`config.mk`:
```
export PLATFORM = sky130hd
export DESIGN_NAME = fds_monitor
export DESIGN_NICKNAME = d
export VERILOG_FILES = /design/src/inc/fds_pkg.sv /design/src/verilog/fds_monitor.sv
export SDC_FILE = /design/constraint.sdc
export NUM_CORES = 1
export LEC_CHECK = 0
export BUFFER_PORTS_ARGS = -buffer_cell sky130_fd_sc_hd__buf_4
export CAP_MARGIN = 20
export CORE_UTILIZATION = 54
export DETAILED_ROUTE_END_ITERATION = 12
export MAX_ROUTING_LAYER = met4
export PLACE_DENSITY = 0.72
export SYNTH_ARGS = -nofsm -noshare
export SYNTH_HDL_FRONTEND = slang
export SYNTH_SLANG_ARGS = --single-unit
export TNS_END_PERCENT = 20
```
`constraint.sdc`:
```
create_clock -name clk -period 2.8 [get_ports clk]
set_clock_uncertainty 0.15 [all_clocks]
set_input_delay 0.28 -clock clk [delete_from_list [all_inputs] [get_ports clk]]
set_output_delay 0.28 -clock clk [all_outputs]
set_load 0.1 [all_outputs]
```
`src/inc/fds_pkg.sv`:
```
// Constants, channel map, register map and types of the fault deglitch monitor
package fds_pkg;

    localparam int CLK_MHZ       = 40;
    localparam int CLK_PERIOD_NS = 25;

    // Times as printed (nominal unless noted)
    localparam int T_DG200_US  = 200;
    localparam int T_DG500_US  = 500;
    localparam int T_DG100_US  = 100;
    localparam int T_ZC_US     = 10;
    localparam int T_MODE_NS   = 3000;
    localparam int T_THR_NS    = 200;
    localparam int T_PHMIN_US  = 10;
    localparam int T_RECOV_US  = 14000;
    localparam int T_PWRON_US  = 12000;
    localparam int T_BLANK_US  = 336;

    localparam int DG200_CYC = T_DG200_US * CLK_MHZ;
    localparam int DG500_CYC = T_DG500_US * CLK_MHZ;
    localparam int DG100_CYC = T_DG100_US * CLK_MHZ;
    localparam int ZC_CYC    = T_ZC_US * CLK_MHZ;
    localparam int MODE_CYC  = T_MODE_NS / CLK_PERIOD_NS;
    localparam int THR_CYC   = T_THR_NS / CLK_PERIOD_NS;
    localparam int PHMIN_CYC = T_PHMIN_US * CLK_MHZ;
    localparam int RECOV_CYC = T_RECOV_US * CLK_MHZ;
    localparam int PWRON_CYC = T_PWRON_US * CLK_MHZ;
    localparam int BLANK_CYC = T_BLANK_US * CLK_MHZ;

    localparam int CNT_W = 20;
    localparam int PH_W  = 10;

    // Gain code window
    localparam logic [7:0] GAIN_HIGH_LIM = 8'hfb;
    localparam logic [7:0] GAIN_LOW_LIM  = 8'h04;
    localparam logic [1:0] PH_VIOL_LAST  = 2'h2;

    // Deglitch channels
    localparam int CH_VCC_OV    = 0;
    localparam int CH_VCC_UV    = 1;
    localparam int CH_RAIL_OV   = 2;
    localparam int CH_LC_AMP    = 3;
    localparam int CH_AGC_TGL   = 4;
    localparam int CH_IN0       = 5;
    localparam int CH_IN_ALL    = 9;
    localparam int CH_LPF       = 10;
    localparam int CH_OUT_OOR   = 11;
    localparam int CH_OUT_SHORT = 12;
    localparam int CH_OUT_CM    = 13;
    localparam int CH_OUT_ZC    = 14;
    localparam int CH_AGC_ZC    = 15;
    localparam int CH_GAIN      = 16;
    localparam int CH_THR_FAST  = 17;
    localparam int CH_THR_SLOW  = 18;
    localparam int NCH          = 19;

    // Fault vector bit positions
    localparam int FV_PHASE = 13;
    localparam int FV_TSD   = 14;
    localparam int FV_W     = 15;

    // Register byte offsets
    localparam logic [7:0] REG_CTRL  = 8'h00;
    localparam logic [7:0] REG_FAULT = 8'h04;
    localparam logic [7:0] REG_LATCH = 8'h08;
    localparam logic [7:0] REG_STATE = 8'h0c;
    localparam logic [7:0] REG_GAIN  = 8'h10;
    localparam int CTRL_SUPPLY5V = 0;
    localparam logic CTRL_RESET  = 1'b1;

    typedef enum logic [3:0] {
        ST_PWRON  = 4'b0001,
        ST_NORMAL = 4'b0010,
        ST_FAULT  = 4'b0100,
        ST_DIAG   = 4'b1000
    } fds_state_t;

    typedef struct packed {
        logic       vccOv;
        logic       vccUv;
        logic       railOv;
        logic       lcAmp;
        logic [3:0] inOor;
        logic       lpfOor;
        logic       outOor;
        logic       outShort;
        logic       outCm;
        logic       outZc;
        logic       agcZc;
        logic       thrFast;
        logic       thrSlow;
        logic       tempAbove;
        logic       tempBelow;
    } fds_raw_t;

endpackage : fds_pkg

```
`src/verilog/fds_monitor.sv`:
```
// Fault deglitch monitor: qualifies raw flags and controls output release
`timescale 1ns/1ps
`default_nettype none
module fds_monitor
    import fds_pkg::*;
#(
    parameter int DG200_LIM = DG200_CYC,
    parameter int DG500_LIM = DG500_CYC,
    parameter int RECOV_LIM = RECOV_CYC,
    parameter int PWRON_LIM = PWRON_CYC,
    parameter int BLANK_LIM = BLANK_CYC
) (
    // Clock and reset
    input  wire logic        clk,
    input  wire logic        rst_n,
    // Raw comparator and monitor flags
    input  wire fds_raw_t    rawFlags,
    input  wire logic        sinZeroCross,
    input  wire logic        cosZeroCross,
    input  wire logic [7:0]  gainCode,
    input  wire logic        agcPinCmp,
    // Sensor output pin enable and status outputs
    output logic             sensorOutputPinsOe_n,
    output logic             faultActive,
    output logic             agcAutoMode,
    output logic             thrFastCrossed,
    output logic             thrSlowCrossed,
    // Wishbone classic slave
    input  wire logic        wb_cyc_i,
    input  wire logic        wb_stb_i,
    input  wire logic        wb_we_i,
    input  wire logic [7:0]  wb_adr_i,
    input  wire logic [3:0]  wb_sel_i,
    input  wire logic [31:0] wb_dat_i,
    output logic [31:0]      wb_dat_o,
    output logic             wb_ack_o
);

    function automatic logic [CNT_W-1:0] dgNext(
        input logic [CNT_W-1:0] cnt,
        input logic             raw,
        input logic [CNT_W-1:0] lim
    );
        if (!raw)
            return '0;
        else if (cnt >= lim)
            return lim;
        else
            return cnt + 1'b1;
    endfunction : dgNext

    localparam logic [CNT_W-1:0] L200   = CNT_W'(DG200_LIM);
    localparam logic [CNT_W-1:0] L500   = CNT_W'(DG500_LIM);
    localparam logic [CNT_W-1:0] L100   = CNT_W'(DG100_CYC);
    localparam logic [CNT_W-1:0] LZC    = CNT_W'(ZC_CYC);
    localparam logic [CNT_W-1:0] LTHR   = CNT_W'(THR_CYC);
    localparam logic [CNT_W-1:0] LMODE  = CNT_W'(MODE_CYC);
    localparam logic [CNT_W-1:0] LRECOV = CNT_W'(RECOV_LIM);
    localparam logic [CNT_W-1:0] LPWRON = CNT_W'(PWRON_LIM);
    localparam logic [CNT_W-1:0] LBLANK = CNT_W'(BLANK_LIM);
    localparam logic [PH_W-1:0]  LPHMIN = PH_W'(PHMIN_CYC);

    fds_state_t          state_r;
    fds_state_t          state_nxt;
    logic [CNT_W-1:0]    stateCnt_r;
    logic [CNT_W-1:0]    blankCnt_r;
    logic [CNT_W-1:0]    dgCnt_r [NCH];
    logic [NCH-1:0]      dgRaw;
    logic [NCH-1:0]      dgQual;
    logic [CNT_W-1:0]    dgLim [NCH];
    logic [CNT_W-1:0]    modeCnt_r;
    logic                modeFilt_r;
    logic                modeLatched_r;
    logic                tsd_r;
    logic                supply5v_r;
    logic [FV_W-1:0]     latch_r;
    logic [PH_W-1:0]     phTimer_r;
    logic [1:0]          phViol_r;
    logic                phaseQual_r;
    logic                lastWasCos_r;
    logic                haveCross_r;
    logic                oe_n_r;
    logic                fault_r;
    logic                auto_r;
    logic                thrF_r;
    logic                thrS_r;
    logic [31:0]         datOut_r;
    logic                ack_r;

    // Named decodes
    wire inNormal   = (state_r == ST_NORMAL);
    wire blanking   = (blankCnt_r != '0);
    wire outFltOk   = inNormal && !blanking;
    wire gainCond   = modeLatched_r &&
                      ((gainCode >= GAIN_HIGH_LIM) ||
                       (gainCode <= GAIN_LOW_LIM));
    wire agcToggle  = inNormal && (agcPinCmp != modeLatched_r);
    wire modeDiff   = (agcPinCmp != modeFilt_r);
    wire anyCross   = sinZeroCross || cosZeroCross;
    wire crossOther = haveCross_r &&
                      ((sinZeroCross && lastWasCos_r) ||
                       (cosZeroCross && !lastWasCos_r));
    wire phViol     = inNormal && ((sinZeroCross && cosZeroCross) ||
                      (crossOther && (phTimer_r < LPHMIN)));
    wire phGood     = crossOther && !phViol;

    // Raw conditions per channel; output-pin faults masked while blanked
    assign dgRaw[CH_VCC_OV]    = rawFlags.vccOv;
    assign dgRaw[CH_VCC_UV]    = rawFlags.vccUv && supply5v_r;
    assign dgRaw[CH_RAIL_OV]   = rawFlags.railOv;
    assign dgRaw[CH_LC_AMP]    = rawFlags.lcAmp;
    assign dgRaw[CH_AGC_TGL]   = agcToggle;
    assign dgRaw[CH_IN0+3:CH_IN0] = rawFlags.inOor;
    assign dgRaw[CH_IN_ALL]    = |dgQual[CH_IN0+3:CH_IN0];
    assign dgRaw[CH_LPF]       = rawFlags.lpfOor;
    assign dgRaw[CH_OUT_OOR]   = rawFlags.outOor && outFltOk;
    assign dgRaw[CH_OUT_SHORT] = rawFlags.outShort && outFltOk;
    assign dgRaw[CH_OUT_CM]    = rawFlags.outCm && outFltOk;
    assign dgRaw[CH_OUT_ZC]    = rawFlags.outZc && outFltOk;
    assign dgRaw[CH_AGC_ZC]    = rawFlags.agcZc;
    assign dgRaw[CH_GAIN]      = gainCond;
    assign dgRaw[CH_THR_FAST]  = rawFlags.thrFast;
    assign dgRaw[CH_THR_SLOW]  = rawFlags.thrSlow;

    assign dgLim[CH_VCC_OV]    = L200;
    assign dgLim[CH_VCC_UV]    = L200;
    assign dgLim[CH_RAIL_OV]   = L200;
    assign dgLim[CH_LC_AMP]    = L200;
    assign dgLim[CH_AGC_TGL]   = L500;
    assign dgLim[CH_IN0]       = L200;
    assign dgLim[CH_IN0+1]     = L200;
    assign dgLim[CH_IN0+2]     = L200;
    assign dgLim[CH_IN0+3]     = L200;
    assign dgLim[CH_IN_ALL]    = L200;
    assign dgLim[CH_LPF]       = L200;
    assign dgLim[CH_OUT_OOR]   = L200;
    assign dgLim[CH_OUT_SHORT] = L500;
    assign dgLim[CH_OUT_CM]    = L100;
    assign dgLim[CH_OUT_ZC]    = LZC;
    assign dgLim[CH_AGC_ZC]    = LZC;
    assign dgLim[CH_GAIN]      = L200;
    assign dgLim[CH_THR_FAST]  = LTHR;
    assign dgLim[CH_THR_SLOW]  = LTHR;

    genvar g;
    generate
        for (g = 0; g < NCH; g++) begin : gDeglitch
            assign dgQual[g] = dgRaw[g] && (dgCnt_r[g] == dgLim[g]);
            always_ff @(posedge clk) begin
                if (!rst_n)
                    dgCnt_r[g] <= '0;
                else
                    dgCnt_r[g] <= dgNext(dgCnt_r[g], dgRaw[g], dgLim[g]);
            end
        end
    endgenerate

    // Qualified fault vector; raw regulator level alone never appears here
    wire [FV_W-1:0] faultVec = {
        tsd_r, phaseQual_r, dgQual[CH_GAIN], dgQual[CH_AGC_ZC],
        dgQual[CH_OUT_ZC], dgQual[CH_OUT_CM], dgQual[CH_OUT_SHORT],
        dgQual[CH_OUT_OOR], dgQual[CH_LPF], dgQual[CH_IN_ALL],
        dgQual[CH_AGC_TGL], dgQual[CH_LC_AMP], dgQual[CH_RAIL_OV],
        dgQual[CH_VCC_UV], dgQual[CH_VCC_OV]};
    wire anyFault = |faultVec;
    wire holdFault = |(faultVec & ~(FV_W'(1) << FV_PHASE));

    // Gain-mode pin filter, frozen once normal operation has begun
    always_ff @(posedge clk) begin
        if (!rst_n) begin
            modeCnt_r  <= '0;
            modeFilt_r <= 1'b0;
        end else if (state_r == ST_PWRON) begin
            modeCnt_r  <= (modeCnt_r == LMODE) ? '0 :
                          dgNext(modeCnt_r, modeDiff, LMODE);
            if (modeCnt_r == LMODE && modeDiff)
                modeFilt_r <= agcPinCmp;
        end
    end

    // Thermal hysteresis; a new overheat beats a clear in the same cycle
    always_ff @(posedge clk) begin
        if (!rst_n)
            tsd_r <= 1'b0;
        else if (rawFlags.tempAbove)
            tsd_r <= 1'b1;
        else if (rawFlags.tempBelow)
            tsd_r <= 1'b0;
    end

    // Phase balance: time since the last crossing, counted in normal state
    always_ff @(posedge clk) begin
        if (!rst_n || !inNormal) begin
            phTimer_r    <= '0;
            phViol_r     <= '0;
            haveCross_r  <= 1'b0;
            lastWasCos_r <= 1'b0;
        end else begin
            phTimer_r <= anyCross ? '0 :
                         (phTimer_r == LPHMIN ? LPHMIN : phTimer_r + 1'b1);
            if (anyCross) begin
                haveCross_r  <= 1'b1;
                lastWasCos_r <= cosZeroCross;
            end
            if (phViol)
                phViol_r <= (phViol_r == PH_VIOL_LAST) ? '0 :
                            phViol_r + 1'b1;
            else if (phGood)
                phViol_r <= '0;
        end
    end

    // Phase fault stays until the fault state is left
    always_ff @(posedge clk) begin
        if (!rst_n)
            phaseQual_r <= 1'b0;
        else if (phViol && phViol_r == PH_VIOL_LAST)
            phaseQual_r <= 1'b1;
        else if (state_r == ST_FAULT && !holdFault)
            phaseQual_r <= 1'b0;
    end

    // Supervisor state machine
    always_comb begin
        state_nxt = state_r;
        unique case (state_r)
            ST_PWRON:  if (stateCnt_r == LPWRON) state_nxt = ST_NORMAL;
            ST_NORMAL: if (anyFault) state_nxt = ST_FAULT;
            ST_FAULT:  if (!holdFault) state_nxt = ST_DIAG;
            ST_DIAG: begin
                if (holdFault)
                    state_nxt = ST_FAULT;
                else if (stateCnt_r == LRECOV)
                    state_nxt = ST_NORMAL;
            end
        endcase
    end

    always_ff @(posedge clk) begin
        if (!rst_n) begin
            state_r    <= ST_PWRON;
            stateCnt_r <= '0;
        end else begin
            state_r    <= state_nxt;
            stateCnt_r <= (state_nxt != state_r) ? '0 : stateCnt_r + 1'b1;
        end
    end

    // Blanking of output-pin faults after each release of the outputs
    always_ff @(posedge clk) begin
        if (!rst_n)
            blankCnt_r <= '0;
        else if (state_nxt == ST_NORMAL && state_r != ST_NORMAL)
            blankCnt_r <= LBLANK;
        else if (blankCnt_r != '0)
            blankCnt_r <= blankCnt_r - 1'b1;
    end

    always_ff @(posedge clk) begin
        if (!rst_n)
            modeLatched_r <= 1'b0;
        else if (state_r == ST_PWRON && state_nxt == ST_NORMAL)
            modeLatched_r <= modeFilt_r;
    end

    // Registered pin controls and status outputs
    always_ff @(posedge clk) begin
        if (!rst_n) begin
            oe_n_r  <= 1'b1;
            fault_r <= 1'b0;
            auto_r  <= 1'b0;
            thrF_r  <= 1'b0;
            thrS_r  <= 1'b0;
        end else begin
            oe_n_r  <= (state_nxt != ST_NORMAL);
            fault_r <= (state_nxt == ST_FAULT);
            auto_r  <= modeLatched_r;
            thrF_r  <= dgQual[CH_THR_FAST];
            thrS_r  <= dgQual[CH_THR_SLOW];
        end
    end

    assign sensorOutputPinsOe_n = oe_n_r;
    assign faultActive          = fault_r;
    assign agcAutoMode          = auto_r;
    assign thrFastCrossed       = thrF_r;
    assign thrSlowCrossed       = thrS_r;

    // Wishbone slave: one wait state, unmapped reads return zero
    wire        wbReq    = wb_cyc_i && wb_stb_i && !ack_r;
    wire        wbWr     = wbReq && wb_we_i;
    wire        wrCtrl   = wbWr && wb_adr_i == REG_CTRL && wb_sel_i[0];
    wire        wrLatch  = wbWr && wb_adr_i == REG_LATCH;
    wire [FV_W-1:0] clrMask = {wb_sel_i[1] ? wb_dat_i[FV_W-1:8] : 7'h00,
                               wb_sel_i[0] ? wb_dat_i[7:0] : 8'h00};
    wire [31:0] rdMux =
        (wb_adr_i == REG_CTRL)  ? {31'h0, supply5v_r} :
        (wb_adr_i == REG_FAULT) ? {17'h0, faultVec} :
        (wb_adr_i == REG_LATCH) ? {17'h0, latch_r} :
        (wb_adr_i == REG_STATE) ? {25'h0, thrS_r, thrF_r, modeLatched_r,
                                   state_r} :
        (wb_adr_i == REG_GAIN)  ? {24'h0, gainCode} : 32'h0;

    always_ff @(posedge clk) begin
        if (!rst_n) begin
            ack_r      <= 1'b0;
            datOut_r   <= '0;
            supply5v_r <= CTRL_RESET;
        end else begin
            ack_r    <= wbReq;
            datOut_r <= wbReq ? rdMux : '0;
            if (wrCtrl)
                supply5v_r <= wb_dat_i[CTRL_SUPPLY5V];
        end
    end

    // Sticky fault record; a new fault wins over a write-one clear
    always_ff @(posedge clk) begin
        if (!rst_n)
            latch_r <= '0;
        else
            latch_r <= (latch_r & ~(wrLatch ? clrMask : '0)) | faultVec;
    end

    assign wb_dat_o = datOut_r;
    assign wb_ack_o = ack_r;

    // Checks
    phaseViol_a: assert property (@(posedge clk) disable iff (!rst_n)
        phViol && phViol_r < PH_VIOL_LAST |=> phViol_r == $past(phViol_r) + 2'h1)
        else $error("phase violation not counted");
    phaseThree_a: assert property (@(posedge clk) disable iff (!rst_n)
        $rose(phaseQual_r) |-> $past(phViol_r) == PH_VIOL_LAST && $past(phViol))
        else $error("phase fault without three violations");
    gainRange_a: assert property (@(posedge clk) disable iff (!rst_n)
        dgQual[CH_GAIN] |-> modeLatched_r &&
            (gainCode >= 8'hfb || gainCode <= 8'h04))
        else $error("gain fault outside range condition");
    supplyDg_a: assert property (@(posedge clk) disable iff (!rst_n)
        $rose(dgQual[CH_VCC_OV]) && $past(rawFlags.vccOv) |->
            $past(dgCnt_r[CH_VCC_OV]) == L200 - 1'b1)
        else $error("supply fault qualified early");
    uvIgnore_a: assert property (@(posedge clk) disable iff (!rst_n)
        !supply5v_r |-> !dgQual[CH_VCC_UV])
        else $error("undervoltage qualified in 3.3 V mode");
    // Run length of the short condition, kept apart from the deglitch counter
    logic [CNT_W-1:0] shortRun_r;
    always_ff @(posedge clk) begin
        if (!rst_n || !(rawFlags.outShort && outFltOk))
            shortRun_r <= '0;
        else if (shortRun_r != '1)
            shortRun_r <= shortRun_r + 1'b1;
    end
    shortDg_a: assert property (@(posedge clk) disable iff (!rst_n)
        dgQual[CH_OUT_SHORT] |-> shortRun_r >= L500)
        else $error("output short qualified early");
    blankOut_a: assert property (@(posedge clk) disable iff (!rst_n)
        blanking |-> !dgQual[CH_OUT_OOR] && !dgQual[CH_OUT_SHORT] &&
            !dgQual[CH_OUT_CM] && !dgQual[CH_OUT_ZC])
        else $error("output fault during blanking");
    pwrRelease_a: assert property (@(posedge clk) disable iff (!rst_n)
        $fell(oe_n_r) && $past(state_r) == ST_PWRON |->
            $past(stateCnt_r) == LPWRON)
        else $error("outputs released before power-on interval");
    faultHiz_a: assert property (@(posedge clk) disable iff (!rst_n)
        inNormal && anyFault |=> oe_n_r && fault_r)
        else $error("outputs driven with qualified fault");
    tsdHyst_a: assert property (@(posedge clk) disable iff (!rst_n)
        $fell(tsd_r) |-> $past(rawFlags.tempBelow) && !$past(rawFlags.tempAbove))
        else $error("thermal fault cleared without cooling");
    tsdSet_a: assert property (@(posedge clk) disable iff (!rst_n)
        rawFlags.tempAbove |=> tsd_r)
        else $error("thermal fault not raised");
    recovWait_a: assert property (@(posedge clk) disable iff (!rst_n)
        $fell(oe_n_r) && $past(state_r) == ST_DIAG |->
            $past(stateCnt_r) == LRECOV)
        else $error("outputs released before recovery interval");
    modeFrozen_a: assert property (@(posedge clk) disable iff (!rst_n)
        !$stable(modeLatched_r) |-> $past(state_r) == ST_PWRON)
        else $error("gain mode changed after power-on");

endmodule : fds_monitor
`default_nettype wire

```
==> run metrics <==
status=complete, but fails checks; failing checks=negative setup slack; critical path capture point type=register; vias in the first global route=14800; CTS HTree Levels=2; Die Height=190 um; worst-path cell chain=or4b_4 > or4_4 > or4_4 > and4b_4 > nand4b_1 > o21a_1 > o41ai_4 > buf_12 > a211oi_2; Rows=68; Max Cap Viol=0; clock tree from TritonCTS=built; critical path's slowest cell=or4b_4; register area share after synthesis=52.1%; top-count cell post-synth=dfxtp_1; Design Power=15.9 mW; setup violators final=44; post-route met1 wirelength=17600 um; worst vdd ir=0.591 mV; CP delay by family, top=simple AND/OR/NAND/NOR gates; P&R area growth vs syn=25.4%; relative slew slack=60.3%; Synth area leader=dfxtp_1; pwr dens=660 mW/mm2; die area=0.0363 mm2; pin count of the biggest net entering global routing=33; top_reg_cell synth=dfxtp_1; DP Cell Count=2855; fraction of layout cells with a size suffix above 1=13.4%; Critical Path Max Stage Delay=0.53 ns; Async SR Flop Fraction=0%; Worst Path Arrival=3.48 ns; RD Place Congestion=0.858; Post-Syn Instances=2059; Buffers on Ports=79; global-route wire length before repair=66900 um; Final nets=2623; syn avg cell area=9.32 um2; final slew viol count=0; io pins=116; fin cells=2997; Worst-Margin Slew=0.591 ns; WL met2=19500 um; Core Area=0.0347 mm2; CTS max path bufs=3; Starting DRT DRC Count=594; met3 routed WL=1450 um; Clk pin slew, worst setup/hold paths=0.06 ns; Fin. Hold Viols=0; worst min-delay path class=in2reg; setup slack after layout=-0.331 ns; Comb power frac=8.3%; GRT overflow=0; Clk Latency, worst-skew pair=0.58 ns; Reg power frac=47.6%; Yosys cell types=72; CTS root buf=clkbuf_16; Int Power=12.2 mW; vias per cell=5.06; Synth Warn #=0; Final Cycle Share=112%; sw frac=22.9%; startpoint types=register; initial antenna violation count=1; TritonRoute pass-1 iters=5; DRT antenna net count=0; Final HPWL DP=28000 um; register bit total from synthesis=499; mapped cell area=0.0192 mm2; die width=190 um; GRT Util Overall=23.0%; CP dominant cell by count=or4_4; CP bufs+invs=1; Crit Path Class=reg2reg; crit-path max FO=16; Required @ worst endpoint=3.15 ns; RSZ-0062 raised after global routing=true; synth top area cells=dfxtp_1 (52%), xor2_1 (6.8%), nor2_1 (5.5%); area share of the largest cell type after synthesis=52.1%; DR vias=15200; Leak=9.74 nW; Post-synth top cells=dfxtp_1 (499), nor2_1 (283), nand2_1 (152); Hold Slack=0.0603 ns; fillers=2758; initial core utilization=55.3%; Post-synth EDFFs=0; Routed WL=39700 um; uppermost layer routed=met4; Clock power frac=44.1%; Remaining DRCs=0; Max Fclk=0.319 GHz; Switching Power=3.63 mW; average wire per standard cell=13.3 um; CTS Buf Count=50; minimum clock period=3.13 ns; Core Util, Final=69.3%; Sink Count=499
==> tightest hold or removal path: cells and delay by family <==
family | cells | cell delay, ns
buffers and inverters | 1 | 0.09
AND/OR/NAND/NOR | 1 | 0.10
AO/OA/AOI/OAI | 2 | 0.28
==> logic make-up (layout without fill, tap and decap cells) <==
family,count (synthesis),after routing,synth area share [%]
AND/OR/NAND/NOR,915,915,23.9
flip-flops,499,499,52.1
XOR/XNOR,240,240,11.0
AO/OA/AOI/OAI,220,220,6.74
buffers and inverters,135,444,3.14
adder cells (fa/ha/maj),46,46,3.00
multiplexers,3,3,0.170
other,1,175,0.0196
==> power groups by stage <==
stage / clock, mW / sequential (mW) / combinational, mW
finish: 6.99 / 7.55 / 1.32
global route: 7.46 / 7.58 / 1.49
CTS: 7.16 / 7.55 / 1.32
detailed placement: 0 / 7.70 / 1.25
global placement: 0 / 7.69 / 1.22
floorplan: 0 / 7.69 / 0.854
==> layout make-up <==
class	count	area, um2	share of cell area [%]
sequential	499	9990	41.6
multi-input combinational	1597	9270	38.5
timing repair buffer	267	2130	8.87
clock buffer	67	1420	5.89
tap	455	569	2.37
clock inverter	26	345	1.44
inverter	84	315	1.31
antenna	2	5.00	0.0208
==> final timing paths <==
| kind | cells after the start | slack (ns) | start | to |
|---|---|---|---|---|
| setup / recovery | 9 | -0.33 | state_r[0] | blankCnt_r[1] |
| hold / removal | 4 | 0.06 | gainCode[6] | wb_dat_o[6] |
| setup reg to reg | 9 | -0.33 | state_r[0] | blankCnt_r[1] |
| hold reg to reg | 2 | 0.31 | latch_r[10] | latch_r[10] |
==> metrics by stage <==
| stage | worst slack [ns] | instance area [um2] | setup TNS (ns) |
|---|---|---|---|
| floorplan | -0.235 | 19800 | -6.63 |
| global placement | -0.319 | 21800 | -11.12 |
| detailed placement | -0.380 | 21800 | -12.75 |
| CTS | -0.347 | 24000 | -12.88 |
| global route | -0.399 | 24000 | -15.80 |
| finish | -0.331 | 24000 | -12.61 |
==> cell usage in the layout (no fill, tap or decap), types with 15 or more instances in the layout <==
cell type | netlist | routed
ha_1 | 46 | 46
or4_1 | 16 | 15
nand3_1 | 141 | 141
buf_4 | 17 | 220
nor4_1 | 39 | 39
nand4_1 | 35 | 35
dlygate4sd3_1 | 0 | 45
a21oi_1 | 132 | 132
clkbuf_16 | 0 | 51
nor2_1 | 283 | 282
nand2b_1 | 19 | 19
xor2_1 | 149 | 149
nand2_1 | 152 | 152
xnor2_1 | 91 | 91
and3_1 | 73 | 73
nor3_1 | 58 | 58
dfxtp_1 | 499 | 497
and2_1 | 19 | 19
inv_1 | 84 | 84
conb_1 | 1 | 173
o21ai_0 | 29 | 26
==> state kept, by name (all words and copies together), names as in the netlist <==
| name | count |
|---|---|
| tsd_r | 1 |
| thrFastCrossed | 1 |
| blankCnt_r | 20 |
| thrSlowCrossed | 1 |
| phaseQual_r | 1 |
| phTimer_r | 10 |
| modeCnt_r | 20 |
| phViol_r | 2 |
| dgCnt_r | 380 |
| wb_ack_o | 1 |
| lastWasCos_r | 1 |
| wb_dat_o | 15 |
| supply5v_r | 1 |
| modeLatched_r | 1 |
| agcAutoMode | 1 |
| state_r | 4 |
| latch_r | 15 |
| haveCross_r | 1 |
| modeFilt_r | 1 |
| faultActive | 1 |
| sensorOutputPinsOe_n | 1 |
| stateCnt_r | 20 |
==> repair_timing <==
action                                  in CTS  in global routing
gates resized for setup                      5                  8
hold buffers                                45                  0
endpoints found under the setup margin      44                 46
pin swaps                                    2                  7
endpoints found under the hold margin      172                  0
gates cloned                                 0                  0
setup buffers                                1                  1
==> metal layers <==
layer  vias to the layer above  global-route usage (%)
met5                         -                       -
met4                         0                    8.83
met3                        81                    3.26
met2                       265                    39.1
met1                      7089                    27.4
li1                       7742                       -
No activity file was read; power rests on OpenSTA's default activity.
